[config.mk]
export PLATFORM = sky130hd
export DESIGN_NAME = aib_top
export DESIGN_NICKNAME = d
export VERILOG_FILES = /design/src/core/aib_pkg.sv /design/src/core/aib_top.sv /design/src/core/aib_brk_slot.sv /design/src/core/aib_aux_prio.sv
export SDC_FILE = /design/constraint.sdc
export NUM_CORES = 1
export LEC_CHECK = 0
export ABC_AREA = 1
export BUFFER_PORTS_ARGS = -buffer_cell sky130_fd_sc_hd__buf_2
export CAP_MARGIN = 5
export CORE_MARGIN = 2
export CORE_UTILIZATION = 55
export CTS_CLUSTER_DIAMETER = 200
export DETAILED_ROUTE_END_ITERATION = 10
export GPL_TIMING_DRIVEN = 0
export PLACE_DENSITY = 0.77
export SLEW_MARGIN = 20
export SYNTH_ARGS = -nofsm -noshare
export SYNTH_HDL_FRONTEND = slang
export SYNTH_SLANG_ARGS = --single-unit
[constraint.sdc]
create_clock -name clock -period 1.5 [get_ports clock]
set_input_delay 0.075 -clock clock [delete_from_list [all_inputs] [get_ports clock]]
set_output_delay 0.075 -clock clock [all_outputs]
set_load 0.01 [all_outputs]
[src/core/aib_pkg.sv]
/*
 * Constants, types and carriers of the unit.
 * Assumes one SFR request struct on the system clock.
 */
package aib_pkg;

    // Register addresses on the special function register bus
    localparam logic [7:0] ADDR_SERIAL_DATA = 8'h9B;
    localparam logic [7:0] ADDR_PEND_INDEX  = 8'hA5;
    localparam logic [7:0] ADDR_AUX_MASK    = 8'hA6;
    localparam logic [7:0] ADDR_AUX_STATUS  = 8'hA7;
    localparam logic [7:0] ADDR_IRQ_ENABLE  = 8'hA8;
    localparam logic [7:0] ADDR_BRK_CONTROL = 8'hA9;
    localparam logic [7:0] ADDR_BRK_LO      = 8'hAA;
    localparam logic [7:0] ADDR_BRK_HI      = 8'hAB;

    // Reset values
    localparam logic [7:0]  REG_RESET        = 8'h00;
    localparam logic [15:0] ADDR16_RESET     = 16'h0000;
    localparam logic [3:0]  PEND_INDEX_NONE  = 4'h0;

    // Auxiliary status and mask bit positions, bit 0 highest priority
    localparam int AUX_BIT_ONE_HZ     = 7;
    localparam int AUX_BIT_ACCUM      = 6;
    localparam int AUX_BIT_CONV       = 5;
    localparam int AUX_BIT_KILOHERTZ  = 4;
    localparam int AUX_BIT_SERIAL_TX  = 3;
    localparam int AUX_BIT_SERIAL_RX  = 2;
    localparam int AUX_BIT_ANALOG_LOW = 1;
    localparam int AUX_BIT_DIGITAL    = 0;

    // Enable register bit positions
    localparam int IE_BIT_GLOBAL = 7;
    localparam int IE_BIT_UART1  = 6;
    localparam int IE_BIT_TIMER2 = 5;
    localparam int IE_BIT_UART0  = 4;
    localparam int IE_BIT_TIMER1 = 3;
    localparam int IE_BIT_EXT1   = 2;
    localparam int IE_BIT_TIMER0 = 1;
    localparam int IE_BIT_EXT0   = 0;

    // Breakpoint control bit positions
    localparam int BRK_BIT_HIT   = 7;
    localparam int BRK_BIT_SPACE = 1;
    localparam int BRK_BIT_ARM   = 0;

    // Shared vector of all auxiliary interrupts
    localparam logic [15:0] AUX_VECTOR = 16'h0033;

    typedef enum logic
    {
        AIB_SPACE_DATA = 1'b0,
        AIB_SPACE_PROG = 1'b1
    } aib_space_t;

    typedef struct packed
    {
        logic [7:0] addr;
        logic [7:0] wdata;
        logic       wr;
        logic       rd;
    } aib_sfr_req_t;

    typedef struct packed
    {
        logic oneHzTick;
        logic accumulateDone;
        logic conversionDone;
        logic kilohertzTick;
        logic serialTxDone;
        logic serialRxDone;
        logic oneHzRegRead;
        logic accumLsbRead;
        logic convLsbRead;
        logic kilohertzRegRead;
    } aib_aux_evt_t;

    typedef struct packed
    {
        logic uart1Rx;
        logic uart1Tx;
        logic timer2Overflow;
        logic uart0Rx;
        logic uart0Tx;
        logic timer1Overflow;
        logic extIrqPin1;
        logic timer0Overflow;
        logic extIrqPin0;
    } aib_std_src_t;

    typedef struct packed
    {
        logic        arm;
        aib_space_t  space;
        logic [15:0] addr;
    } aib_brk_cfg_t;

endpackage

[src/core/aib_top.sv]
/*
 * Aux status and mask, interrupt enables,
 * pending index and breakpoint slots.
 * Assumes one clock, synchronous reset;
 * read data one cycle after the strobe.
 * Events are pulses, supply inputs levels.
 * Registers reached as core SFRs.
 */
`timescale 1ns/10ps

// Behaviour
// Status reads active-and-unmasked sources only
// Priority by bit, bit 0 highest
// Reading one-hertz tick register clears bit 7
// Reading accumulate low byte clears bit 6
// Conversion low-byte read clears; blocks overwrite
// Reading kilohertz tick register clears bit 4
// Writing serial data clears bit 3
// Reading serial data clears bit 2
// Analog low flag follows detector level
// Bit 0 is digital low or breakpoint
// Global gate masks enable register only
// Enable bits 5,3,1 gate timer overflows
// Enable bits 6,4 gate serial ports
// Enable bits 2,0 gate external pins
// Control write loads selected breakpoint slot
// Control bit 7 reads any breakpoint hit
// Writing 1 to bit 7 clears selected slot hit
// Control bit 1 picks compared address space
// Control bit 0 arms selected slot
// Compare address built from high and low
// Mask write enables; mask read shows raw
// Shared vector, index of highest pending source
// Flags and clears act on system clock
module aib_top
#(
    parameter int NUM_SLOTS = 2,
    parameter int SEL_W     = 1
)
(
    input  wire logic                  clock,
    input  wire logic                  reset_n,
    input  wire aib_pkg::aib_sfr_req_t sfrReq,
    input  wire aib_pkg::aib_aux_evt_t auxEvt,
    input  wire logic                  analogSupplyLow,
    input  wire logic                  digitalSupplyLow,
    input  wire aib_pkg::aib_std_src_t stdSrc,
    input  wire logic [SEL_W-1:0]      brkSlotSelect,
    input  wire logic [15:0]           dataAddr,
    input  wire logic                  dataAddrValid,
    input  wire logic [15:0]           progAddr,
    input  wire logic                  progAddrValid,
    output logic [7:0]                 sfrRdata,
    output logic                       sfrHit,
    output logic                       auxIrqReq,
    output logic [15:0]                auxIrqVector,
    output logic [3:0]                 auxPendingIndex,
    output logic                       convHoldOff,
    output logic [6:0]                 stdIrqReq,
    output logic                       brkHitAny
);

    // Register bus decode
    logic rdSerial;
    logic wrSerial;
    logic wrMask;
    logic wrEnable;
    logic wrControl;
    logic wrLo;
    logic wrHi;

    assign rdSerial  = sfrReq.rd && (sfrReq.addr == aib_pkg::ADDR_SERIAL_DATA);
    assign wrSerial  = sfrReq.wr && (sfrReq.addr == aib_pkg::ADDR_SERIAL_DATA);
    assign wrMask    = sfrReq.wr && (sfrReq.addr == aib_pkg::ADDR_AUX_MASK);
    assign wrEnable  = sfrReq.wr && (sfrReq.addr == aib_pkg::ADDR_IRQ_ENABLE);
    assign wrControl = sfrReq.wr && (sfrReq.addr == aib_pkg::ADDR_BRK_CONTROL);
    assign wrLo      = sfrReq.wr && (sfrReq.addr == aib_pkg::ADDR_BRK_LO);
    assign wrHi      = sfrReq.wr && (sfrReq.addr == aib_pkg::ADDR_BRK_HI);

    // Software-visible registers
    logic [7:0] auxMask_reg;
    logic [7:0] irqEnable_reg;
    logic [7:0] brkAddrLo_reg;
    logic [7:0] brkAddrHi_reg;

    always_ff @(posedge clock)
    begin
        if (!reset_n)
            auxMask_reg <= aib_pkg::REG_RESET;
        else if (wrMask)
            auxMask_reg <= sfrReq.wdata;
    end

    always_ff @(posedge clock)
    begin
        if (!reset_n)
            irqEnable_reg <= aib_pkg::REG_RESET;
        else if (wrEnable)
            irqEnable_reg <= sfrReq.wdata;
    end

    always_ff @(posedge clock)
    begin
        if (!reset_n)
        begin
            brkAddrLo_reg <= aib_pkg::REG_RESET;
            brkAddrHi_reg <= aib_pkg::REG_RESET;
        end
        else
        begin
            if (wrLo)
                brkAddrLo_reg <= sfrReq.wdata;
            if (wrHi)
                brkAddrHi_reg <= sfrReq.wdata;
        end
    end

    // Breakpoint slots
    logic [NUM_SLOTS-1:0]  slotHit;
    aib_pkg::aib_brk_cfg_t slotCfg [NUM_SLOTS];
    aib_pkg::aib_brk_cfg_t cfgLoad;
    logic                  anyHit;

    always_comb
    begin
        cfgLoad.arm   = sfrReq.wdata[aib_pkg::BRK_BIT_ARM];
        cfgLoad.space = aib_pkg::aib_space_t'(sfrReq.wdata[aib_pkg::BRK_BIT_SPACE]);
        cfgLoad.addr  = {brkAddrHi_reg, brkAddrLo_reg};
    end

    genvar s;
    generate
        for (s = 0; s < NUM_SLOTS; s++)
        begin : gSlot
            logic selected;

            assign selected = (brkSlotSelect == SEL_W'(s));

            aib_brk_slot uSlot
            (
                .clock         (clock),
                .reset_n       (reset_n),
                .load          (wrControl && selected),
                .cfgIn         (cfgLoad),
                .clearHit      (wrControl && selected && sfrReq.wdata[aib_pkg::BRK_BIT_HIT]),
                .dataAddr      (dataAddr),
                .dataAddrValid (dataAddrValid),
                .progAddr      (progAddr),
                .progAddrValid (progAddrValid),
                .cfg           (slotCfg[s]),
                .hit           (slotHit[s])
            );
        end
    endgenerate

    assign anyHit = |slotHit;

    // Selected slot view for control readback
    aib_pkg::aib_brk_cfg_t selCfg;

    always_comb
    begin
        selCfg = '{arm: 1'b0, space: aib_pkg::AIB_SPACE_DATA, addr: aib_pkg::ADDR16_RESET};
        for (int i = 0; i < NUM_SLOTS; i++)
        begin
            if (brkSlotSelect == SEL_W'(i))
                selCfg = slotCfg[i];
        end
    end

    // Raw auxiliary sources, before masking
    logic oneHz_reg;
    logic accum_reg;
    logic conv_reg;
    logic kilohertz_reg;
    logic serialTx_reg;
    logic serialRx_reg;
    logic [7:0] auxRaw;
    logic [7:0] auxStatus;

    // In each flag the new event wins over a clearing access
    always_ff @(posedge clock)
    begin
        if (!reset_n)
            oneHz_reg <= 1'b0;
        else if (auxEvt.oneHzTick)
            oneHz_reg <= 1'b1;
        else if (auxEvt.oneHzRegRead)
            oneHz_reg <= 1'b0;
    end

    always_ff @(posedge clock)
    begin
        if (!reset_n)
            accum_reg <= 1'b0;
        else if (auxEvt.accumulateDone)
            accum_reg <= 1'b1;
        else if (auxEvt.accumLsbRead)
            accum_reg <= 1'b0;
    end

    always_ff @(posedge clock)
    begin
        if (!reset_n)
            conv_reg <= 1'b0;
        else if (auxEvt.conversionDone)
            conv_reg <= 1'b1;
        else if (auxEvt.convLsbRead)
            conv_reg <= 1'b0;
    end

    always_ff @(posedge clock)
    begin
        if (!reset_n)
            kilohertz_reg <= 1'b0;
        else if (auxEvt.kilohertzTick)
            kilohertz_reg <= 1'b1;
        else if (auxEvt.kilohertzRegRead)
            kilohertz_reg <= 1'b0;
    end

    always_ff @(posedge clock)
    begin
        if (!reset_n)
            serialTx_reg <= 1'b0;
        else if (auxEvt.serialTxDone)
            serialTx_reg <= 1'b1;
        else if (wrSerial)
            serialTx_reg <= 1'b0;
    end

    always_ff @(posedge clock)
    begin
        if (!reset_n)
            serialRx_reg <= 1'b0;
        else if (auxEvt.serialRxDone)
            serialRx_reg <= 1'b1;
        else if (rdSerial)
            serialRx_reg <= 1'b0;
    end

    always_comb
    begin
        auxRaw                              = aib_pkg::REG_RESET;
        auxRaw[aib_pkg::AUX_BIT_ONE_HZ]     = oneHz_reg;
        auxRaw[aib_pkg::AUX_BIT_ACCUM]      = accum_reg;
        auxRaw[aib_pkg::AUX_BIT_CONV]       = conv_reg;
        auxRaw[aib_pkg::AUX_BIT_KILOHERTZ]  = kilohertz_reg;
        auxRaw[aib_pkg::AUX_BIT_SERIAL_TX]  = serialTx_reg;
        auxRaw[aib_pkg::AUX_BIT_SERIAL_RX]  = serialRx_reg;
        auxRaw[aib_pkg::AUX_BIT_ANALOG_LOW] = analogSupplyLow;
        auxRaw[aib_pkg::AUX_BIT_DIGITAL]    = digitalSupplyLow | anyHit;
    end

    assign auxStatus = auxRaw & auxMask_reg;

    logic [3:0] pendIndex;

    aib_aux_prio uPrio
    (
        .status (auxStatus),
        .index  (pendIndex)
    );

    // Standard interrupt gating
    logic [6:0] stdRaw;
    logic [6:0] stdNext;

    always_comb
    begin
        stdRaw                        = 7'h00;
        stdRaw[aib_pkg::IE_BIT_EXT0]   = stdSrc.extIrqPin0;
        stdRaw[aib_pkg::IE_BIT_TIMER0] = stdSrc.timer0Overflow;
        stdRaw[aib_pkg::IE_BIT_EXT1]   = stdSrc.extIrqPin1;
        stdRaw[aib_pkg::IE_BIT_TIMER1] = stdSrc.timer1Overflow;
        stdRaw[aib_pkg::IE_BIT_UART0]  = stdSrc.uart0Rx | stdSrc.uart0Tx;
        stdRaw[aib_pkg::IE_BIT_TIMER2] = stdSrc.timer2Overflow;
        stdRaw[aib_pkg::IE_BIT_UART1]  = stdSrc.uart1Rx | stdSrc.uart1Tx;
    end

    assign stdNext = stdRaw & irqEnable_reg[6:0] & {7{irqEnable_reg[aib_pkg::IE_BIT_GLOBAL]}};

    // Read data mux
    logic [7:0] readNext;
    logic       hitNext;

    always_comb
    begin
        readNext = aib_pkg::REG_RESET;
        hitNext  = 1'b1;
        case (sfrReq.addr)
            aib_pkg::ADDR_PEND_INDEX:  readNext = {4'h0, pendIndex};
            aib_pkg::ADDR_AUX_MASK:    readNext = auxRaw;
            aib_pkg::ADDR_AUX_STATUS:  readNext = auxStatus;
            aib_pkg::ADDR_IRQ_ENABLE:  readNext = irqEnable_reg;
            aib_pkg::ADDR_BRK_CONTROL: readNext = {anyHit, 5'h00, selCfg.space, selCfg.arm};
            aib_pkg::ADDR_BRK_LO:      readNext = brkAddrLo_reg;
            aib_pkg::ADDR_BRK_HI:      readNext = brkAddrHi_reg;
            default:                   hitNext  = 1'b0;
        endcase
    end

    // Registered answer to a read; zero otherwise so it can be ORed
    always_ff @(posedge clock)
    begin
        if (!reset_n)
        begin
            sfrRdata <= aib_pkg::REG_RESET;
            sfrHit   <= 1'b0;
        end
        else if (sfrReq.rd)
        begin
            sfrRdata <= readNext;
            sfrHit   <= hitNext;
        end
        else
        begin
            sfrRdata <= aib_pkg::REG_RESET;
            sfrHit   <= 1'b0;
        end
    end

    // Interrupt outputs
    always_ff @(posedge clock)
    begin
        if (!reset_n)
        begin
            auxIrqReq       <= 1'b0;
            auxPendingIndex <= aib_pkg::PEND_INDEX_NONE;
            auxIrqVector    <= aib_pkg::ADDR16_RESET;
        end
        else
        begin
            auxIrqReq       <= |auxStatus;
            auxPendingIndex <= pendIndex;
            auxIrqVector    <= aib_pkg::AUX_VECTOR;
        end
    end

    always_ff @(posedge clock)
    begin
        if (!reset_n)
            stdIrqReq <= 7'h00;
        else
            stdIrqReq <= stdNext;
    end

    // Conversion holdoff follows the raw ready flag, masked or not
    always_ff @(posedge clock)
    begin
        if (!reset_n)
            convHoldOff <= 1'b0;
        else
            convHoldOff <= conv_reg || auxEvt.conversionDone;
    end

    always_ff @(posedge clock)
    begin
        if (!reset_n)
            brkHitAny <= 1'b0;
        else
            brkHitAny <= anyHit;
    end

endmodule

[src/core/aib_brk_slot.sv]
/*
 * One breakpoint slot: config and sticky hit.
 * Assumes one-cycle address valid strobes.
 */
`timescale 1ns/10ps

module aib_brk_slot
(
    input  wire logic                 clock,
    input  wire logic                 reset_n,
    input  wire logic                 load,
    input  wire aib_pkg::aib_brk_cfg_t cfgIn,
    input  wire logic                 clearHit,
    input  wire logic [15:0]          dataAddr,
    input  wire logic                 dataAddrValid,
    input  wire logic [15:0]          progAddr,
    input  wire logic                 progAddrValid,
    output aib_pkg::aib_brk_cfg_t     cfg,
    output logic                      hit
);

    aib_pkg::aib_brk_cfg_t cfg_reg;
    logic                  hit_reg;
    logic                  match;

    always_comb
    begin
        if (cfg_reg.space == aib_pkg::AIB_SPACE_PROG)
            match = progAddrValid && (progAddr == cfg_reg.addr);
        else
            match = dataAddrValid && (dataAddr == cfg_reg.addr);
    end

    always_ff @(posedge clock)
    begin
        if (!reset_n)
            cfg_reg <= '{arm: 1'b0, space: aib_pkg::AIB_SPACE_DATA, addr: aib_pkg::ADDR16_RESET};
        else if (load)
            cfg_reg <= cfgIn;
    end

    // A new match wins over a clear in the same cycle
    always_ff @(posedge clock)
    begin
        if (!reset_n)
            hit_reg <= 1'b0;
        else if (cfg_reg.arm && match)
            hit_reg <= 1'b1;
        else if (clearHit)
            hit_reg <= 1'b0;
    end

    assign cfg = cfg_reg;
    assign hit = hit_reg;

endmodule

[src/core/aib_aux_prio.sv]
/*
 * Priority encoder: bit 0 gives 1, bit 7 gives 8.
 * Assumes masked flags; combinational.
 */
`timescale 1ns/10ps

module aib_aux_prio
(
    input  wire logic [7:0] status,
    output logic [3:0]      index
);

    always_comb
    begin
        index = aib_pkg::PEND_INDEX_NONE;
        for (int i = 7; i >= 0; i--)
        begin
            if (status[i])
                index = 4'(i + 1);
        end
    end

endmodule

[Word level (Yosys, flattened, before mapping)]
Cells that the tools add are included.
Cells by class
  bitwise gates (word level): 7
  mux-type cells: 30
  equal/unequal tests: 12
  reduce and logical (&&, ||, !) cells: 30
Operator list (number)
  $eq A16 B16 Y1: 4
  $eq A8 B8 Y1 const B: 8
  $pmux W8 S7: 1
  $mux W4: 8
  $mux W1: 19
  $mux W18: 1
  $logic_and A1 B1 Y1: 17
  $reduce_bool A2 Y1: 8
  $and A7 B7 Y7: 2
  $and A8 B8 Y8: 1
  $reduce_or A8 Y1: 1
  $reduce_or A7 Y1: 1
  $mux W6: 1
  $or A1 B1 Y1: 3
  $reduce_and A2 Y1: 1
  $reduce_or A2 Y1: 1
  $logic_or A1 B1 Y1: 1
  $not A1 Y1: 1
Word-level totals
  output and inout bits: 39
  logic and storage cells: 105
  flip-flop bits (word level): 115

[Depth between registers and ports, before layout]
  word-level depth: 12
  depth in mapped cells: 11

[Cells and area by module]
Synthesis repeated with hierarchy kept, for this count alone.
Unflattened totals
  cells, all modules: 850
  area, all modules: 5395.2 um^2
By module, submodules not included
  aib_top: instances 1, cells an instance 391, area each 2835.2 um^2
  aib_brk_slot: instances 2, cells an instance 220, area each 1239.9 um^2
  aib_aux_prio: instances 1, cells an instance 19, area each 80.1 um^2

[Worst setup path before layout]
Ideal clock, no wire load.
  path kind: register to register
  start: register gSlot[1].uSlot.hit_reg
  end: register sfrRdata[3]
  library setup time: 0.071 ns
  buffers on the path: 0
  setup slack: 0.334 ns
  cell stages (with the launch flop): 10
  data arrival time: 1.095 ns
  path through: dfxtp_1 -> nor2_1 -> inv_1 -> nor2_1 -> nor2_1 -> inv_1 -> nand3_1 -> nor3_1 -> nor2_1 -> a21oi_1
On the way
  cells in the longest elaborated chain, start to end: 5
Ends and longest elaborated chain
  from (decl): line aib_brk_slot.sv:23  | logic hit_reg;
  from (signal assigned): line aib_brk_slot.sv:46  | hit_reg <= 1'b0;
  from (signal assigned): line aib_brk_slot.sv:48  | hit_reg <= 1'b1;
  from (signal assigned): line aib_brk_slot.sv:50  | hit_reg <= 1'b0;
  $reduce_or A2 Y1: line aib_top.sv:156  | assign anyHit = |slotHit;
  $or A1 B1 Y1: line aib_top.sv:252  | auxRaw[aib_pkg::AUX_BIT_DIGITAL] = digitalSupplyLow | anyHit;
  $and A8 B8 Y8: line aib_top.sv:255  | assign auxStatus = auxRaw & auxMask_reg;
  $mux W4: line aib_aux_prio.sv:18  | if (status[i])
  $pmux W8 S7: line aib_top.sv:291  | case (sfrReq.addr)
  to (signal assigned): line aib_top.sv:308  | sfrRdata <= aib_pkg::REG_RESET;
  to (signal assigned): line aib_top.sv:313  | sfrRdata <= readNext;
  to (signal assigned): line aib_top.sv:318  | sfrRdata <= aib_pkg::REG_RESET;
  to (decl): line aib_top.sv:53  | output logic [7:0] sfrRdata,
No other way between the ends.
A chain may end at the register's enable or synchronous reset.

[Final worst setup path]
  start: register gSlot[0].uSlot.cfg_reg (netlist bit gSlot[0].uSlot.cfg[3])
  end: register gSlot[0].uSlot.hit_reg
On the way
  cells in the longest elaborated chain, start to end: 5
  elaborated cells between the ends (all ways): 8
Ends and longest elaborated chain
  from (decl): line aib_brk_slot.sv:22  | aib_pkg::aib_brk_cfg_t cfg_reg;
  from (signal assigned): line aib_brk_slot.sv:37  | cfg_reg <= '{arm: 1'b0, space: aib_pkg::AIB_SPACE_DATA, addr: aib_pkg::ADDR16_RESET};
  from (signal assigned): line aib_brk_slot.sv:39  | cfg_reg <= cfgIn;
  $eq A16 B16 Y1, on equally long branches: line aib_brk_slot.sv:31, aib_brk_slot.sv:29
  $logic_and A1 B1 Y1, on equally long branches: line aib_brk_slot.sv:31, aib_brk_slot.sv:29
  $mux W1 (*): line aib_brk_slot.sv:28  | if (cfg_reg.space == aib_pkg::AIB_SPACE_PROG)
  $logic_and A1 B1 Y1 (*): line aib_brk_slot.sv:47  | else if (cfg_reg.arm && match)
  $mux W1 or $reduce_bool A2 Y1 (tied branches)
  to (signal assigned): line aib_brk_slot.sv:46
  to (signal assigned): line aib_brk_slot.sv:48
  to (signal assigned): line aib_brk_slot.sv:50
  to (decl): line aib_brk_slot.sv:23
Mark *: on every way between the ends. The rest lies on a longest branch, timed or not.

==> qor.txt <==
WL met1 -> 6130 µm
drt first-iter violations -> 309
Crit Path Max Fanout -> 3
Congestion Overflow GR -> 0
slowest cell on the critical path -> dfxtp_1
Worst-path clk slew -> 0.10 ns
DRC -> 0
number of global-route vias before repair -> 5240
GPL Wtd Cong -> 1.02
final hold violation count -> 0
wire length of the first global-routing pass -> 24600 µm
cells along the critical path -> inv_1 -> nand2_1 -> nand2_1 -> nor2_1 -> nand3_1 -> nor2_1 -> nand2_1 -> nand2_1 -> nand3_1 -> a21oi_1
VDD IR max -> 0.000507 V
wire length on met2 -> 7800 µm
crit path DAT -> 1.71 ns
EDFF count, synth -> 0
Max Transition Viols Final -> 0
final worst-path cycle share -> 0.937
Synth Warn # -> 0
Final ANT Viol Nets -> 0
number of flip-flops in the largest register -> 36
Die Width -> 101 µm
post-synth cell types -> 38
Buf/Inv on CP -> 1
unrepaired setup endpoints after global routing -> no
first drt pass iteration count -> 5
final setup fails -> 0
pin count of the biggest net entering global routing -> 17
kind of critical path -> flop to flop
slowest stage delay, CP -> 0.36 ns
CP Launch Type -> flop
post-synthesis area per instance -> 6.82 µm²
status -> finished, final reports clean
clk root buf -> clkbuf_8
uppermost layer routed -> met4
cell family with most CP delay -> simple AND/OR/NAND/NOR gates
register area share after synthesis -> 0.388
Non-Filler Instances -> 1014
WL/cell -> 15.3 µm
Worst-Skew Late Latency -> 0.37 ns
Min Hold Slack -> 0.00363 ns
WL final -> 15500 µm
Final Util -> 0.690
Nets -> 974
CP endpoint kind -> flop
CTS Buf Count -> 9
max cap viols -> 0
row count -> 35
P per Cell Area -> 865 nW/µm²
Starting Density -> 0.563
post-layout minimum cycle time -> 1.41 ns
via count -> 5382
all-layer global routing usage -> 0.314
Cell Area, Synth -> 5150 µm²
post-DR vias/cell -> 5.31
Die Y -> 101 µm
CTS max path bufs -> 2
antenna violations before repair -> 0
Hold Path Class -> primary input to flop
post-route cell area -> 6320 µm²
core footprint -> 9150 µm²
area delta synth->final -> 22.6%
Final TNS setup -> 0 ns
flops & latches, synth -> 100
Mapped Cells -> 756
I/O pin count -> 115
Setup Skew -> 0.0100 ns
LEAKAGE -> 2.86 nW
commonest register cell after synthesis -> dfxtp_1
die area -> 10200 µm²
CTS tree -> built
ant diodes -> 0
share of cells above drive strength 1 -> 0.206
max frequency -> 0.712 GHz
placed cells -> 980
Clock Sinks -> 100
relative slew slack -> 0.614
I/O Buffers -> 102
Async S/R FF share, synth -> 0
metal3 WL -> 976 µm
H-tree depth -> 3
Worst-Margin Slew -> 0.579 ns
Worst path most repeated cell -> nand2_1
Required @ worst endpoint -> 1.80 ns
DP Wirelength -> 11900 µm
Cell Area, Placed -> 5840 µm²
-- kinds of logic after synthesis --
kind of cell | after synthesis | share of synthesized area
AO/OA/AOI/OAI | 173 | 0.180
XOR/XNOR | 16 | 0.0272
buffers and inverters | 138 | 0.124
flip-flops | 100 | 0.388
other | 1 | 0.000728
AND/OR/NAND/NOR | 328 | 0.279
-- placed cells by master, fill, tap and decap left out, types with 8 or more instances in the layout --
cell type and count:
o21ai_1 30, clkbuf_1 11, dfxtp_1 99, inv_1 93
a21oi_1 74, nand2_1 175, buf_4 16, nand3_1 43
o21ai_0 46, dlygate4sd3_1 18, a21oi_2 8, clkbuf_8 9
nor3_1 10, xnor2_1 11, buf_2 104, conb_1 12
nor2_1 74
-- final cells by class --
type	count	area, µm²
Timing Repair Buffer	120	691
Inverter	101	384
Multi-Input combinational cell	529	2580
Fill cell	832	2830
Clock inverter	6	136
Clock buffer	10	128
Tap cell	111	139
Buffer	37	254
Sequential cell	100	2000
-- tightest hold or removal path: stages --
cell and delay [ns]:
buf_2 0.08, o21ai_0 0.06, nor3_1 0.12
-- report_power, final --
group / leakage [nW] / internal [mW] / switching [mW] / total [mW]
logic: 1.93 / 0.234 / 0.329 / 0.563
clock network: 0.127 / 1.28 / 0.939 / 2.22
registers: 0.808 / 2.67 / 0.0125 / 2.68
-- worst paths after layout --
kind | startpoint | endpoint | slack [ns] | cells after the start
max reg2reg | gSlot[0].uSlot.cfg[3]$_SDFFE_PN0P_ | gSlot[0].uSlot.hit$_SDFFE_PN0P_ | 0.09 | 10
min | stdSrc[8] | stdIrqReq[6]$_SDFF_PN0_ | 0.004 | 3
max | gSlot[0].uSlot.cfg[3]$_SDFFE_PN0P_ | gSlot[0].uSlot.hit$_SDFFE_PN0P_ | 0.09 | 10
min reg2reg | irqEnable_reg[5]$_SDFFE_PN0P_ | stdIrqReq[5]$_SDFF_PN0_ | 0.47 | 2
-- layer usage --
metal | up-vias | global-route usage
li1 | 2679 | -
met1 | 2451 | 0.364
met2 | 207 | 0.572
met3 | 45 | 0.0374
met4 | 0 | 0.149
met5 | - | 0
-- synth_stat cells, types with 4 or more instances --
library cell,n,area [µm²]
nand2_1,175,657
inv_2,6,22.5
nor3_1,10,50.1
o21ai_1,30,150
dfxtp_1,100,2000
o22ai_1,4,25.0
nor2_1,78,293
a21oi_1,76,380
buf_4,16,120
xor2_1,5,43.8
a21oi_2,6,52.6
xnor2_1,11,96.3
o21ai_2,4,35.0
buf_6,7,78.8
nand2_2,5,31.3
o21ai_0,46,230
inv_1,94,353
clkbuf_1,10,37.5
nand3_1,44,220
-- metrics by stage --
step	setup slack, ns	power [mW]
6_report	0.0949	5.46
5_1_grt	0.0121	5.63
4_1_cts	0.0459	5.45
3_5_place_dp	-0.0119	3.25
3_3_place_gp	-0.0157	3.24
2_1_floorplan	0.334	3.03
-- timing repair --
item	CTS	global route
buffers inserted	0	0
endpoints found under the hold margin	14	0
endpoints found under the setup margin	0	6
hold buffers	18	0
resized for setup	0	11
No activity file was read; power rests on OpenSTA's default activity.
